$ cat src/hw/rtd_pkg.sv
// rtd_pkg: register map, field positions and timing constants of the time/date block
// assumes an 8-bit word-addressed register port driven by a serial bus front end
package rtd_pkg;
  localparam logic [7:0] ADDR_SECONDS = 8'h02;
  localparam logic [7:0] ADDR_MINUTES = 8'h03;
  localparam logic [7:0] ADDR_HOURS = 8'h04;
  localparam logic [7:0] ADDR_DAYS = 8'h05;
  localparam logic [7:0] ADDR_WEEKDAY = 8'h06;
  localparam logic [7:0] ADDR_CENT_MONTH = 8'h07;
  localparam logic [7:0] ADDR_YEARS = 8'h08;
  localparam int VL_BIT = 7;
  localparam int CENTURY_BIT = 7;
  localparam logic [6:0] SEC_MASK = 7'h7f;
  localparam logic [6:0] MIN_MASK = 7'h7f;
  localparam logic [5:0] HOUR_MASK = 6'h3f;
  localparam logic [5:0] DAY_MASK = 6'h3f;
  localparam logic [2:0] WDAY_MASK = 3'h7;
  localparam logic [4:0] MONTH_MASK = 5'h1f;
  localparam logic [7:0] SEC_LAST = 8'h59;
  localparam logic [7:0] MIN_LAST = 8'h59;
  localparam logic [7:0] HOUR_LAST = 8'h23;
  localparam logic [2:0] WDAY_LAST = 3'h6;
  localparam logic [7:0] MONTH_LAST = 8'h12;
  localparam logic [7:0] YEAR_LAST = 8'h99;
  localparam logic [7:0] DAY_FIRST = 8'h01;
  localparam logic [7:0] MONTH_FIRST = 8'h01;
  localparam logic [7:0] MONTH_FEB = 8'h02;
  localparam logic [7:0] MONTH_APR = 8'h04;
  localparam logic [7:0] MONTH_JUN = 8'h06;
  localparam logic [7:0] MONTH_SEP = 8'h09;
  localparam logic [7:0] MONTH_NOV = 8'h11;
  localparam logic [7:0] DAYS_31 = 8'h31;
  localparam logic [7:0] DAYS_30 = 8'h30;
  localparam logic [7:0] DAYS_29 = 8'h29;
  localparam logic [7:0] DAYS_28 = 8'h28;
  localparam int CLK_HZ = 250_000_000;
  localparam int TICK_HZ = 1;
  localparam int TICK_CYCLES = CLK_HZ / TICK_HZ;
endpackage

$ cat src/hw/rtd_time_date.sv
// rtd_time_date: bcd time and calendar counters with integrity and century flags
// assumes a bus front end that frames each burst with acc_busy and issues
// one-cycle reg_wr / reg_rd strobes; supply and oscillator monitors are synchronous
// Function
// - counters held as bcd, units nibble plus tens digit
// - seconds bit 7 is the voltage-low flag, set at start-up
// - seconds tens 0-5 in bits 6-4, units 0-9 in bits 3-0
// - supply-low detector sets the voltage-low flag
// - voltage-low flag clears only by register write
// - oscillator stop also sets the voltage-low flag
// - minutes bit 7 unused, tens 0-5 bits 6-4, units bits 3-0
// - hours bits 7-6 unused, tens 0-2 bits 5-4, units bits 3-0
// - days bits 7-6 unused, tens 0-3 bits 5-4, units bits 3-0
// - february has 29 days when year divisible by 4, 00 included
// - weekday three bits 0-6 in bits 2-0, upper bits unused
// - weekday is only a cyclic count, meaning left to software
// - century/months bit 7 is the century flag
// - century flag toggles when years wrap 99 to 00
// - month tens in bit 4, units bits 3-0, 01 to 12
// - years as two bcd digits, tens bits 7-4, units 3-0
// - counting frozen during access; one pending tick kept and applied after
`timescale 1ns/1ps
module rtd_time_date
  import rtd_pkg::*;
#(
  parameter int TICK_DIV = rtd_pkg::TICK_CYCLES
) (
  input wire logic core_clk,
  input wire logic rst,
  input wire logic acc_busy,
  input wire logic reg_wr,
  input wire logic reg_rd,
  input wire logic [7:0] reg_addr,
  input wire logic [7:0] reg_wdata,
  output logic [7:0] reg_rdata,
  input wire logic supply_low,
  input wire logic osc_stopped,
  output logic voltage_low_flag,
  output logic tick_pending
);
  import rtd_pkg::*;

  initial begin
    if (TICK_DIV < 2) begin
      $error("TICK_DIV must be at least 2");
    end
    // the write decode assumes the seven time registers sit back to back
    if (ADDR_YEARS - ADDR_SECONDS != 8'h06) begin
      $error("time registers must be contiguous");
    end
  end

  // ************************************************************
  // bcd helpers
  // ************************************************************
  // increments a two-digit bcd value, wrapping to first after last
  function automatic logic [7:0] bcd_inc(input logic [7:0] v, input logic [7:0] last, input logic [7:0] first);
    logic [7:0] r;
    r = v;
    if (v >= last) begin
      r = first;
    end else if (v[3:0] >= 4'h9) begin
      r = {v[7:4] + 4'h1, 4'h0};
    end else begin
      r = {v[7:4], v[3:0] + 4'h1};
    end
    return r;
  endfunction

  // ************************************************************
  // one second divider
  // ************************************************************
  logic [31:0] div_cnt;
  logic [31:0] next_div_cnt;
  logic sec_tick;

  always_comb begin
    sec_tick = (div_cnt == 32'(TICK_DIV - 1));
    next_div_cnt = sec_tick ? 32'h0 : div_cnt + 32'h1;
  end

  always_ff @(posedge core_clk) begin
    if (rst) begin
      div_cnt <= 32'h0;
    end else begin
      div_cnt <= next_div_cnt;
    end
  end

  // ************************************************************
  // time and date state
  // ************************************************************
  // bcd digits, unused bits not stored
  logic [6:0] sec;
  logic [6:0] min;
  logic [5:0] hour;
  logic [5:0] day;
  logic [2:0] wday;
  logic [4:0] month;
  logic [7:0] year;
  logic century;
  logic vl;
  logic pend;
  logic [6:0] next_sec;
  logic [6:0] next_min;
  logic [5:0] next_hour;
  logic [5:0] next_day;
  logic [2:0] next_wday;
  logic [4:0] next_month;
  logic [7:0] next_year;
  logic next_century;
  logic next_vl;
  logic next_pend;
  logic [7:0] month_len;
  logic advance;
  logic leap_year;
  logic [7:0] sec_inc;
  logic [7:0] min_inc;
  logic [7:0] hour_inc;
  logic [7:0] day_inc;
  logic [7:0] month_inc;
  logic [7:0] year_inc;
  logic [2:0] wday_inc;
  logic sec_wrap;
  logic min_wrap;
  logic hour_wrap;
  logic day_wrap;
  logic month_wrap;
  logic year_wrap;

  // ************************************************************
  // calendar limits
  // ************************************************************
  // bcd year divisible by 4: even tens with units 0/4/8, odd tens with 2/6
  always_comb begin
    leap_year = (year[4] == 1'b0 && year[1:0] == 2'b00) || (year[4] == 1'b1 && year[1:0] == 2'b10);
  end

  always_comb begin
    unique case ({3'h0, month})
      MONTH_FEB: month_len = leap_year ? DAYS_29 : DAYS_28;
      MONTH_APR, MONTH_JUN, MONTH_SEP, MONTH_NOV: month_len = DAYS_30;
      default: month_len = DAYS_31;
    endcase
  end

  // ************************************************************
  // per-field increments
  // ************************************************************
  // successors worked out in parallel; the carry chain only picks
  always_comb begin
    sec_inc = bcd_inc({1'b0, sec}, SEC_LAST, 8'h00);
    min_inc = bcd_inc({1'b0, min}, MIN_LAST, 8'h00);
    hour_inc = bcd_inc({2'b0, hour}, HOUR_LAST, 8'h00);
    day_inc = bcd_inc({2'b0, day}, month_len, DAY_FIRST);
    month_inc = bcd_inc({3'b0, month}, MONTH_LAST, MONTH_FIRST);
    year_inc = bcd_inc(year, YEAR_LAST, 8'h00);
    // weekday cycles 0..6 regardless of meaning
    wday_inc = (wday >= WDAY_LAST) ? 3'h0 : wday + 3'h1;
    // out-of-range values wrap too, so a bad write cannot stall the calendar
    sec_wrap = ({1'b0, sec} >= SEC_LAST);
    min_wrap = ({1'b0, min} >= MIN_LAST);
    hour_wrap = ({2'b0, hour} >= HOUR_LAST);
    day_wrap = ({2'b0, day} >= month_len);
    month_wrap = ({3'b0, month} >= MONTH_LAST);
    // only a true 99 to 00 step flips the century
    year_wrap = (year == YEAR_LAST);
  end

  // ************************************************************
  // write decode
  // ************************************************************
  logic wr_sec;
  logic wr_min;
  logic wr_hour;
  logic wr_day;
  logic wr_wday;
  logic wr_month;
  logic wr_year;

  // decoded once so the update below stays a plain priority list
  always_comb begin
    wr_sec = reg_wr && reg_addr == ADDR_SECONDS;
    wr_min = reg_wr && reg_addr == ADDR_MINUTES;
    wr_hour = reg_wr && reg_addr == ADDR_HOURS;
    wr_day = reg_wr && reg_addr == ADDR_DAYS;
    wr_wday = reg_wr && reg_addr == ADDR_WEEKDAY;
    wr_month = reg_wr && reg_addr == ADDR_CENT_MONTH;
    wr_year = reg_wr && reg_addr == ADDR_YEARS;
  end

  always_comb begin
    next_sec = sec;
    next_min = min;
    next_hour = hour;
    next_day = day;
    next_wday = wday;
    next_month = month;
    next_year = year;
    next_century = century;
    next_vl = vl;
    next_pend = pend;
    // freeze while busy; remember one tick
    advance = 1'b0;
    if (acc_busy) begin
      if (sec_tick) begin
        next_pend = 1'b1;
      end
    end else if (sec_tick || pend) begin
      advance = 1'b1;
      next_pend = 1'b0;
    end
    if (advance) begin
      next_sec = sec_inc[6:0];
      if (sec_wrap) begin
        next_min = min_inc[6:0];
        if (min_wrap) begin
          next_hour = hour_inc[5:0];
          if (hour_wrap) begin
            next_wday = wday_inc;
            next_day = day_inc[5:0];
            if (day_wrap) begin
              next_month = month_inc[4:0];
              if (month_wrap) begin
                next_year = year_inc;
                if (year_wrap) begin
                  next_century = ~century;
                end
              end
            end
          end
        end
      end
    end
    // writes keep only defined field bits; a write beats an advance
    if (wr_sec) begin
      next_sec = reg_wdata[6:0] & SEC_MASK;
      next_vl = reg_wdata[VL_BIT];
    end
    if (wr_min) begin
      next_min = reg_wdata[6:0] & MIN_MASK;
    end
    if (wr_hour) begin
      next_hour = reg_wdata[5:0] & HOUR_MASK;
    end
    if (wr_day) begin
      next_day = reg_wdata[5:0] & DAY_MASK;
    end
    if (wr_wday) begin
      next_wday = reg_wdata[2:0] & WDAY_MASK;
    end
    if (wr_month) begin
      next_century = reg_wdata[CENTURY_BIT];
      next_month = reg_wdata[4:0] & MONTH_MASK;
    end
    if (wr_year) begin
      next_year = reg_wdata;
    end
    // monitors win over a clearing write
    if (supply_low || osc_stopped) begin
      next_vl = 1'b1;
    end
  end

  always_ff @(posedge core_clk) begin
    if (rst) begin
      // flag set at start-up; counters take a defined value
      vl <= 1'b1;
      sec <= 7'h00;
      min <= 7'h00;
      hour <= 6'h00;
      day <= 6'h01;
      wday <= 3'h0;
      month <= 5'h01;
      year <= 8'h00;
      century <= 1'b0;
      pend <= 1'b0;
    end else begin
      vl <= next_vl;
      sec <= next_sec;
      min <= next_min;
      hour <= next_hour;
      day <= next_day;
      wday <= next_wday;
      month <= next_month;
      year <= next_year;
      century <= next_century;
      pend <= next_pend;
    end
  end

  // ************************************************************
  // read data
  // ************************************************************
  logic [7:0] next_rdata;

  // unused bits read as zero; data registered on reg_rd
  always_comb begin
    next_rdata = reg_rdata;
    if (reg_rd) begin
      unique case (reg_addr)
        ADDR_SECONDS: next_rdata = {vl, sec};
        ADDR_MINUTES: next_rdata = {1'b0, min};
        ADDR_HOURS: next_rdata = {2'b0, hour};
        ADDR_DAYS: next_rdata = {2'b0, day};
        ADDR_WEEKDAY: next_rdata = {5'b0, wday};
        ADDR_CENT_MONTH: next_rdata = {century, 2'b0, month};
        ADDR_YEARS: next_rdata = year;
        default: next_rdata = 8'h00;
      endcase
    end
  end

  always_ff @(posedge core_clk) begin
    if (rst) begin
      reg_rdata <= 8'h00;
    end else begin
      reg_rdata <= next_rdata;
    end
  end

  assign voltage_low_flag = vl;
  assign tick_pending = pend;
endmodule

$ cat config.mk
export PLATFORM = sky130hd
export DESIGN_NAME = rtd_time_date
export DESIGN_NICKNAME = d
export VERILOG_FILES = /design/src/hw/rtd_pkg.sv /design/src/hw/rtd_time_date.sv
export SDC_FILE = /design/constraint.sdc
export NUM_CORES = 1
export LEC_CHECK = 0
export BUFFER_PORTS_ARGS = -buffer_cell sky130_fd_sc_hd__buf_4
export CAP_MARGIN = 20
export CORE_MARGIN = 4
export CORE_UTILIZATION = 45
export DETAILED_ROUTE_END_ITERATION = 8
export GPL_TIMING_DRIVEN = 0
export SLEW_MARGIN = 20
export SYNTH_ARGS = -nofsm -noshare
export SYNTH_HDL_FRONTEND = slang
export SYNTH_SLANG_ARGS = --single-unit
$ cat constraint.sdc
create_clock -name core_clk -period 3.43 [get_ports core_clk]
set_clock_uncertainty 0.15 [all_clocks]
set_input_delay 0.1715 -clock core_clk [delete_from_list [all_inputs] [get_ports core_clk]]
set_output_delay 0.1715 -clock core_clk [all_outputs]
set_load 0.03 [all_outputs]
---- Word level (Yosys, flattened, before mapping) ----
Cells that the tools add are included.
word-level totals
  input bits .............................. 23
  register bits after elaboration ......... 85
  output and inout port bits .............. 10
  logic and storage cells ................. 188
operators by class
  bitwise gates (word level) .............. 2
  add/sub/neg operators ................... 14
  equal/unequal tests ..................... 16
  $lt $le $gt $ge ......................... 13
  muxes and demuxes ....................... 61
  reduce and logical (&&, ||, !) cells .... 64
operator list
  cell                                                               count
  6-bit two-way mux                                                  13
  8-bit two-way mux                                                  9
  7-bit two-way mux                                                  9
  8-bit case mux with 7 select lines                                 1
  2-bit nonzero test                                                 28
  5-bit two-way mux                                                  8
  32-bit by 1-bit adder with 32-bit output, second input constant    1
  32-bit by 28-bit == test with 1-bit output, second input constant  1
  8-bit by 3-bit == test with 1-bit output, second input constant    4
  4-bit by 1-bit adder with 4-bit output, second input constant      7
  4-bit >= comparator, second input constant                         6
  3-bit two-way mux                                                  6
  3-bit nonzero test                                                 6
  8-bit by 2-bit == test with 1-bit output, second input constant    2
  7-bit >= comparator, second input constant                         2
  1-bit two-way mux                                                  14
  7-bit AND reduction                                                2
  4-bit AND reduction                                                3
  6-bit AND reduction                                                2
  5-bit by 3-bit == test with 1-bit output, second input constant    2
  5-bit case mux with 2 select lines                                 1
  5-bit AND reduction                                                2
  3-bit by 1-bit adder with 3-bit output, second input constant      3
  1-bit logical AND                                                  9
  21 further kinds                                                   29

---- Longest topological paths before layout ----
  depth after elaboration ................. 12
  gate-level depth with buffers ........... 13
  mapped depth without buffers ............ 12

---- Worst setup path after synthesis ----
No wires, ideal clock.
  kind .................................... reg-to-reg
  start ................................... register month[0]
  end ..................................... register year[2]
  path buffers ............................ 1
  setup time .............................. 0.091 ns
  data arrival time ....................... 3.231 ns
  clock period less this slack ............ 3.472 ns
  path slack .............................. -0.042 ns
  required time ........................... 3.189 ns
  cell stages (with the launch flop) ...... 13
  path through ............................ dfxtp_1 > inv_1 > ha_1 > nor4b_1 > a221oi_1 > ha_1 > or4b_2 > a211oi_1 > nor4_1 > nand3_2 > buf_2 > o21ai_0 > a311oi_1
between the ends
  longest elaborated chain between the ends .. 6
  elaborated cells on any way between the ends .. 12
  those cells by class .................... 2 x order compare; 5 x eq/ne; 1 x mux; 4 x reduce/logical
ends and longest elaborated chain
  element                                                                 RTL line              RTL
  start, declared                                                         rtd_time_date.sv:99   logic [4:0] month;
  start signal, assigned                                                  rtd_time_date.sv:285  month <= next_month;
  5-bit by 3-bit == test with 1-bit output, or another cell as far along  rtd_time_date.sv:140  unique case ({3'h0, month})
  4-bit OR reduction                                                      rtd_time_date.sv:140
  5-bit case mux with 2 select lines                                      rtd_time_date.sv:140
  6-bit by 8-bit >= comparator with 1-bit output                          rtd_time_date.sv:164  day_wrap = ({2'b0, day} >= month_len);
  2-bit nonzero test (no source line)                                     -
  6-bit AND reduction (no source line) *                                  -
  end signal, assigned                                                    rtd_time_date.sv:286  year <= next_year;
  end, declared                                                           rtd_time_date.sv:100  logic [7:0] year;
Mark *: on every way between the ends. The rest lies on a longest branch, timed or not.
A chain may end at the register's enable or synchronous reset.

---- Worst setup path in the final report ----
  start ................................... register month[0]
  end ..................................... register day[0]
between the ends
  longest elaborated chain between the ends .. 10
  elaborated cells on any way between the ends .. 14
  those cells by class .................... 1 x order compare; 5 x eq/ne; 7 x mux; 1 x reduce/logical
ends and longest elaborated chain
  element                                                                 RTL line              RTL
  5-bit by 3-bit == test with 1-bit output, or another cell as far along  rtd_time_date.sv:140
  4-bit OR reduction                                                      rtd_time_date.sv:140
  5-bit case mux with 2 select lines *                                    rtd_time_date.sv:140
  6-bit by 8-bit >= comparator with 1-bit output *                        rtd_time_date.sv:60   if (v >= last) begin
  6-bit two-way mux *                                                     rtd_time_date.sv:60
  6-bit two-way mux *                                                     rtd_time_date.sv:219  if (hour_wrap) begin
  6-bit two-way mux *                                                     rtd_time_date.sv:217  if (min_wrap) begin
  6-bit two-way mux *                                                     rtd_time_date.sv:215  if (sec_wrap) begin
  6-bit two-way mux *                                                     rtd_time_date.sv:213  if (advance) begin
  6-bit two-way mux *                                                     rtd_time_date.sv:246  if (wr_day) begin
  end signal, assigned                                                    rtd_time_date.sv:283  day <= next_day;
  end, declared                                                           rtd_time_date.sv:97   logic [5:0] day;
Mark *: on every way between the ends. The rest lies on a longest branch, timed or not. The select of a mux whose other input is x is not followed.

==> run summary <==
======================================================================================
Routed Wire Length ......................................................     15970 um
Number of standard cells in the layout, taps in and fillers out .........          870
Area enclosed by the die boundary .......................................   13720 um^2
Shortest clock period the worst path allows after layout ................     3.342 ns
Peak supply drop ........................................................  0.0002836 V
Via count of the first global-routing pass ..............................         4798
Number of failing setup endpoints in the final timing report ............            0
Fmax ....................................................................    299.2 MHz
Adder and majority gate portion of the synthesized area .................       8.172%
Setup crit end .......................................................... day[0]$_SDFFE_PP1P_
Count of input and output buffers .......................................           32
Post-synth EDFFs ........................................................            0
Cell at the root of the clock tree ...................................... sky130_fd_sc_hd__clkbuf_16
R2R Setup Slk ...........................................................      0.09 ns
Number of storage elements in the synthesis netlist .....................           85
CP Max Fanout ...........................................................            4
Cell type contributing the most total cell area after synthesis ......... sky130_fd_sc_hd__dfxtp_1
Largest family of logic cells by synthesized area ....................... simple AND/OR/NAND/NOR gates
Class of the most critical hold timing path ............................. input port to flop
Die extent in x .........................................................     117.1 um
Pleak ...................................................................  0.002245 uW
Layout Nets .............................................................          780
Number of routed nets with antenna violations ...........................            0
Routed len/inst .........................................................     18.36 um
Required arrival time at the worst endpoint .............................      3.51 ns
RR Startpoint ........................................................... month[0]$_SDFFE_PP1P_
Aggregate negative setup slack ..........................................         0 ns
CTS tree ................................................................        built
Clock latency at the later pin of the worst-skew pair ...................      0.35 ns
Antenna violations before repair ........................................            0
Routed metal-1 wire length ..............................................      7406 um
Reg2reg path depth ......................................................           11
Worst-margin pin slew ...................................................     1.140 ns
DRC violation total after the first TritonRoute iteration ...............          505
Number of iterations in the first detailed-routing pass .................            5
Cell area after synthesis ...............................................    5359 um^2
Initial standard-cell utilization of the core ...........................       46.53%
Worst-case clock buffer depth ...........................................            2
Std-Cell Rows ...........................................................           39
Count of inserted antenna diode cells ...................................            0
Critical path class ..................................................... flop to flop
Post-Synth XOR/XNOR Area ................................................       5.067%
H-tree Lvls .............................................................            3
Synthesized net count ...................................................          724
DR vias/cell ............................................................        6.121
Ratio of final minimum period to clock period ...........................       97.43%
Area growth from synthesis to final layout ..............................       17.88%
Wire length on met2 .....................................................      7068 um
Fraction of synthesized cell area taken by the top area cell type .......       31.75%
Predominant post-synthesis flop cell .................................... sky130_fd_sc_hd__dfxtp_1
Worst reg2reg path endpoint ............................................. day[0]$_SDFFE_PP1P_
Half-perimeter wire length of the detailed placement result .............     11700 um
Result of the run .......................................................    completed
Post-route DRC ..........................................................            0
Cell count after placement ..............................................          841
Largest cells by area after synthesis ................................... sky130_fd_sc_hd__dfxtp_1 32%, sky130_fd_sc_hd__ha_1 8.2%, sky130_fd_sc_hd__nor2_1 6.9%
Simple-gate area share of the yosys netlist .............................       28.09%
Wire length on met3 .....................................................      1157 um
Power, Total ............................................................      2029 uW
Source of the critical timing path ...................................... month[0]$_SDFFE_PP1P_
Final weighted congestion in routability-driven placement ...............       0.9300
Core Region .............................................................   11520 um^2
FFs w/ async S/R, synth .................................................           0%
Count of endpoints failing hold in the final timing report ..............            0
Wire length of the first global-routing pass ............................     25030 um
Share of cell area taken by muxes after synthesis .......................       2.475%
Slew HR .................................................................       23.29%
Capturing element type of the critical path .............................         flop
Max-cap viol count ......................................................            0
Ratio of cells with drive above 1 in the final layout ...................       14.17%
Global route overflow ...................................................            0
Sequential fraction of the synthesis area ...............................       31.75%
Highest routing layer actually used .....................................         met4
GRT Util Overall ........................................................       23.66%
CP startpoint kind ......................................................         flop
Total power density per cell area ....................................... 321.2 nW/um^2
Cell with the most instances after synthesis ............................ sky130_fd_sc_hd__nor2_1
Most instantiated cells after synthesis ................................. 98 x sky130_fd_sc_hd__nor2_1, 85 x sky130_fd_sc_hd__dfxtp_1, 54 x sky130_fd_sc_hd__nand2_1
Number of vias after detailed routing ...................................         5325
Die Span Y ..............................................................     117.1 um
Number of distinct library cells after synthesis ........................           67
Total count of max-transition violations in the final report ............            0
Number of clock buffers inserted by TritonCTS ...........................            9
Top Ports ...............................................................           33
Number of warnings printed during yosys synthesis .......................            0
CTS sink cnt ............................................................           85
Cell count after synthesis ..............................................          666
Pin count of the biggest net entering global routing ....................           15
Signal arrival time at the worst endpoint ...............................      3.43 ns
Post-synthesis compound-gate area fraction ..............................       19.50%
Mean instance size in the synthesized netlist ...........................   8.046 um^2
Clock slew at the register clock pins of the worst setup and hold paths .      0.06 ns
======================================================================================
==> worst max-delay path, stage by stage (launching register included) <==
cell and delay [ns]:
sky130_fd_sc_hd__dfxtp_4 0.37, sky130_fd_sc_hd__inv_4 0.05, sky130_fd_sc_hd__ha_4 0.16, sky130_fd_sc_hd__nor4b_4 0.15, sky130_fd_sc_hd__a221oi_2 0.40, sky130_fd_sc_hd__ha_1 0.30, sky130_fd_sc_hd__or4b_4 0.51, sky130_fd_sc_hd__a211oi_4 0.36
sky130_fd_sc_hd__buf_6 0.16, sky130_fd_sc_hd__o21ai_0 0.07, sky130_fd_sc_hd__mux2_2 0.27, sky130_fd_sc_hd__a211o_1 0.29
==> worst min-delay path by stage <==
stage            startpoint                            end  slack (ns)  cells after the start
6_report       reg_wdata[7]           century$_SDFFE_PP0P_        0.01                      3
4_1_cts        reg_wdata[7]           century$_SDFFE_PP0P_       0.002                      3
3_5_place_dp     supply_low  voltage_low_flag$_SDFFE_PP1P_        0.23                      3
2_1_floorplan    supply_low  voltage_low_flag$_SDFFE_PP1P_        0.14                      2
3_3_place_gp     supply_low  voltage_low_flag$_SDFFE_PP1P_        0.22                      3
5_1_grt        reg_wdata[6]            min[6]$_SDFFE_PP0P_        0.02                      3
==> sequential cells by signal (all words and copies together), names as in the netlist, 3 cells and up <==
signal	cells
wday	3
sec	7
div_cnt	32
day	6
hour	6
year	8
reg_rdata	8
month	5
min	7
==> logic make-up after synthesis <==
| family | Yosys count |
|---|---|
| multiplexers | 9 |
| buffers and inverters | 68 |
| AND/OR/NAND/NOR | 293 |
| XOR/XNOR | 31 |
| adder cells (fa/ha/maj) | 35 |
| AO/OA/AOI/OAI | 145 |
| flip-flops | 85 |
==> per-layer routing <==
metal,global-route usage [%],vias to the layer above
li1,-,2564
met3,5.090,29
met2,36.14,196
met4,7.569,0
met1,33.38,2536
met5,0,-
==> where the power goes <==
group / switching (uW) / leakage, uW / internal, uW
Clock: 419 / 0.000136 / 512
Combinational: 66.8 / 0.00142 / 37.6
Sequential: 4.17 / 0.000687 / 989
==> layout by cell type (no fill, tap or decap), types with 11 or more instances in the layout <==
cell type,instances
sky130_fd_sc_hd__a211oi_1,11
sky130_fd_sc_hd__a21oi_1,20
sky130_fd_sc_hd__a311oi_1,15
sky130_fd_sc_hd__a31oi_1,13
sky130_fd_sc_hd__buf_4,39
sky130_fd_sc_hd__clkbuf_1,23
sky130_fd_sc_hd__dfxtp_1,81
sky130_fd_sc_hd__ha_1,32
sky130_fd_sc_hd__inv_1,37
sky130_fd_sc_hd__nand2_1,53
sky130_fd_sc_hd__nand3_1,22
sky130_fd_sc_hd__nand4_1,16
sky130_fd_sc_hd__nor2_1,97
sky130_fd_sc_hd__nor3_1,15
sky130_fd_sc_hd__nor4_1,12
sky130_fd_sc_hd__o21ai_0,27
sky130_fd_sc_hd__or3_1,11
sky130_fd_sc_hd__xnor2_1,16
sky130_fd_sc_hd__xor2_1,15
==> final cells by class <==
| class | count | area, um^2 |
|---|---|---|
| Buffer | 27 | 117.6 |
| Clock buffer | 11 | 242.7 |
| Clock inverter | 5 | 35.03 |
| Fill cell | 1088 | 5199 |
| Inverter | 39 | 148.9 |
| Multi-Input combinational cell | 513 | 3506 |
| Sequential cell | 85 | 1712 |
| Tap cell | 143 | 178.9 |
| Timing Repair Buffer | 47 | 376.6 |
==> what timing repair did <==
| action | in CTS | in global routing |
|---|---|---|
| gates cloned | 0 | 1 |
| pin swaps | 5 | 12 |
| endpoints found under the hold margin | 3 | 0 |
| gates resized for setup | 15 | 17 |
| buffers inserted | 4 | 5 |
| endpoints found under the setup margin | 20 | 16 |
| hold buffers | 5 | 0 |
==> per-stage QoR <==
step	area (um^2)	hold WS [ns]	setup WS, ns	utilization, %
after floorplan	5364	0.1354	0.04094	-
after global placement	5783	0.2240	-1.129	50.22
after detailed placement	5794	0.2325	-1.118	50.32
after CTS	6212	0.002427	0.01533	53.94
after global routing	6317	0.01885	-0.02077	54.86
final	6317	0.01136	0.08829	54.86
Note: power is estimated with default switching activity, not from simulation.
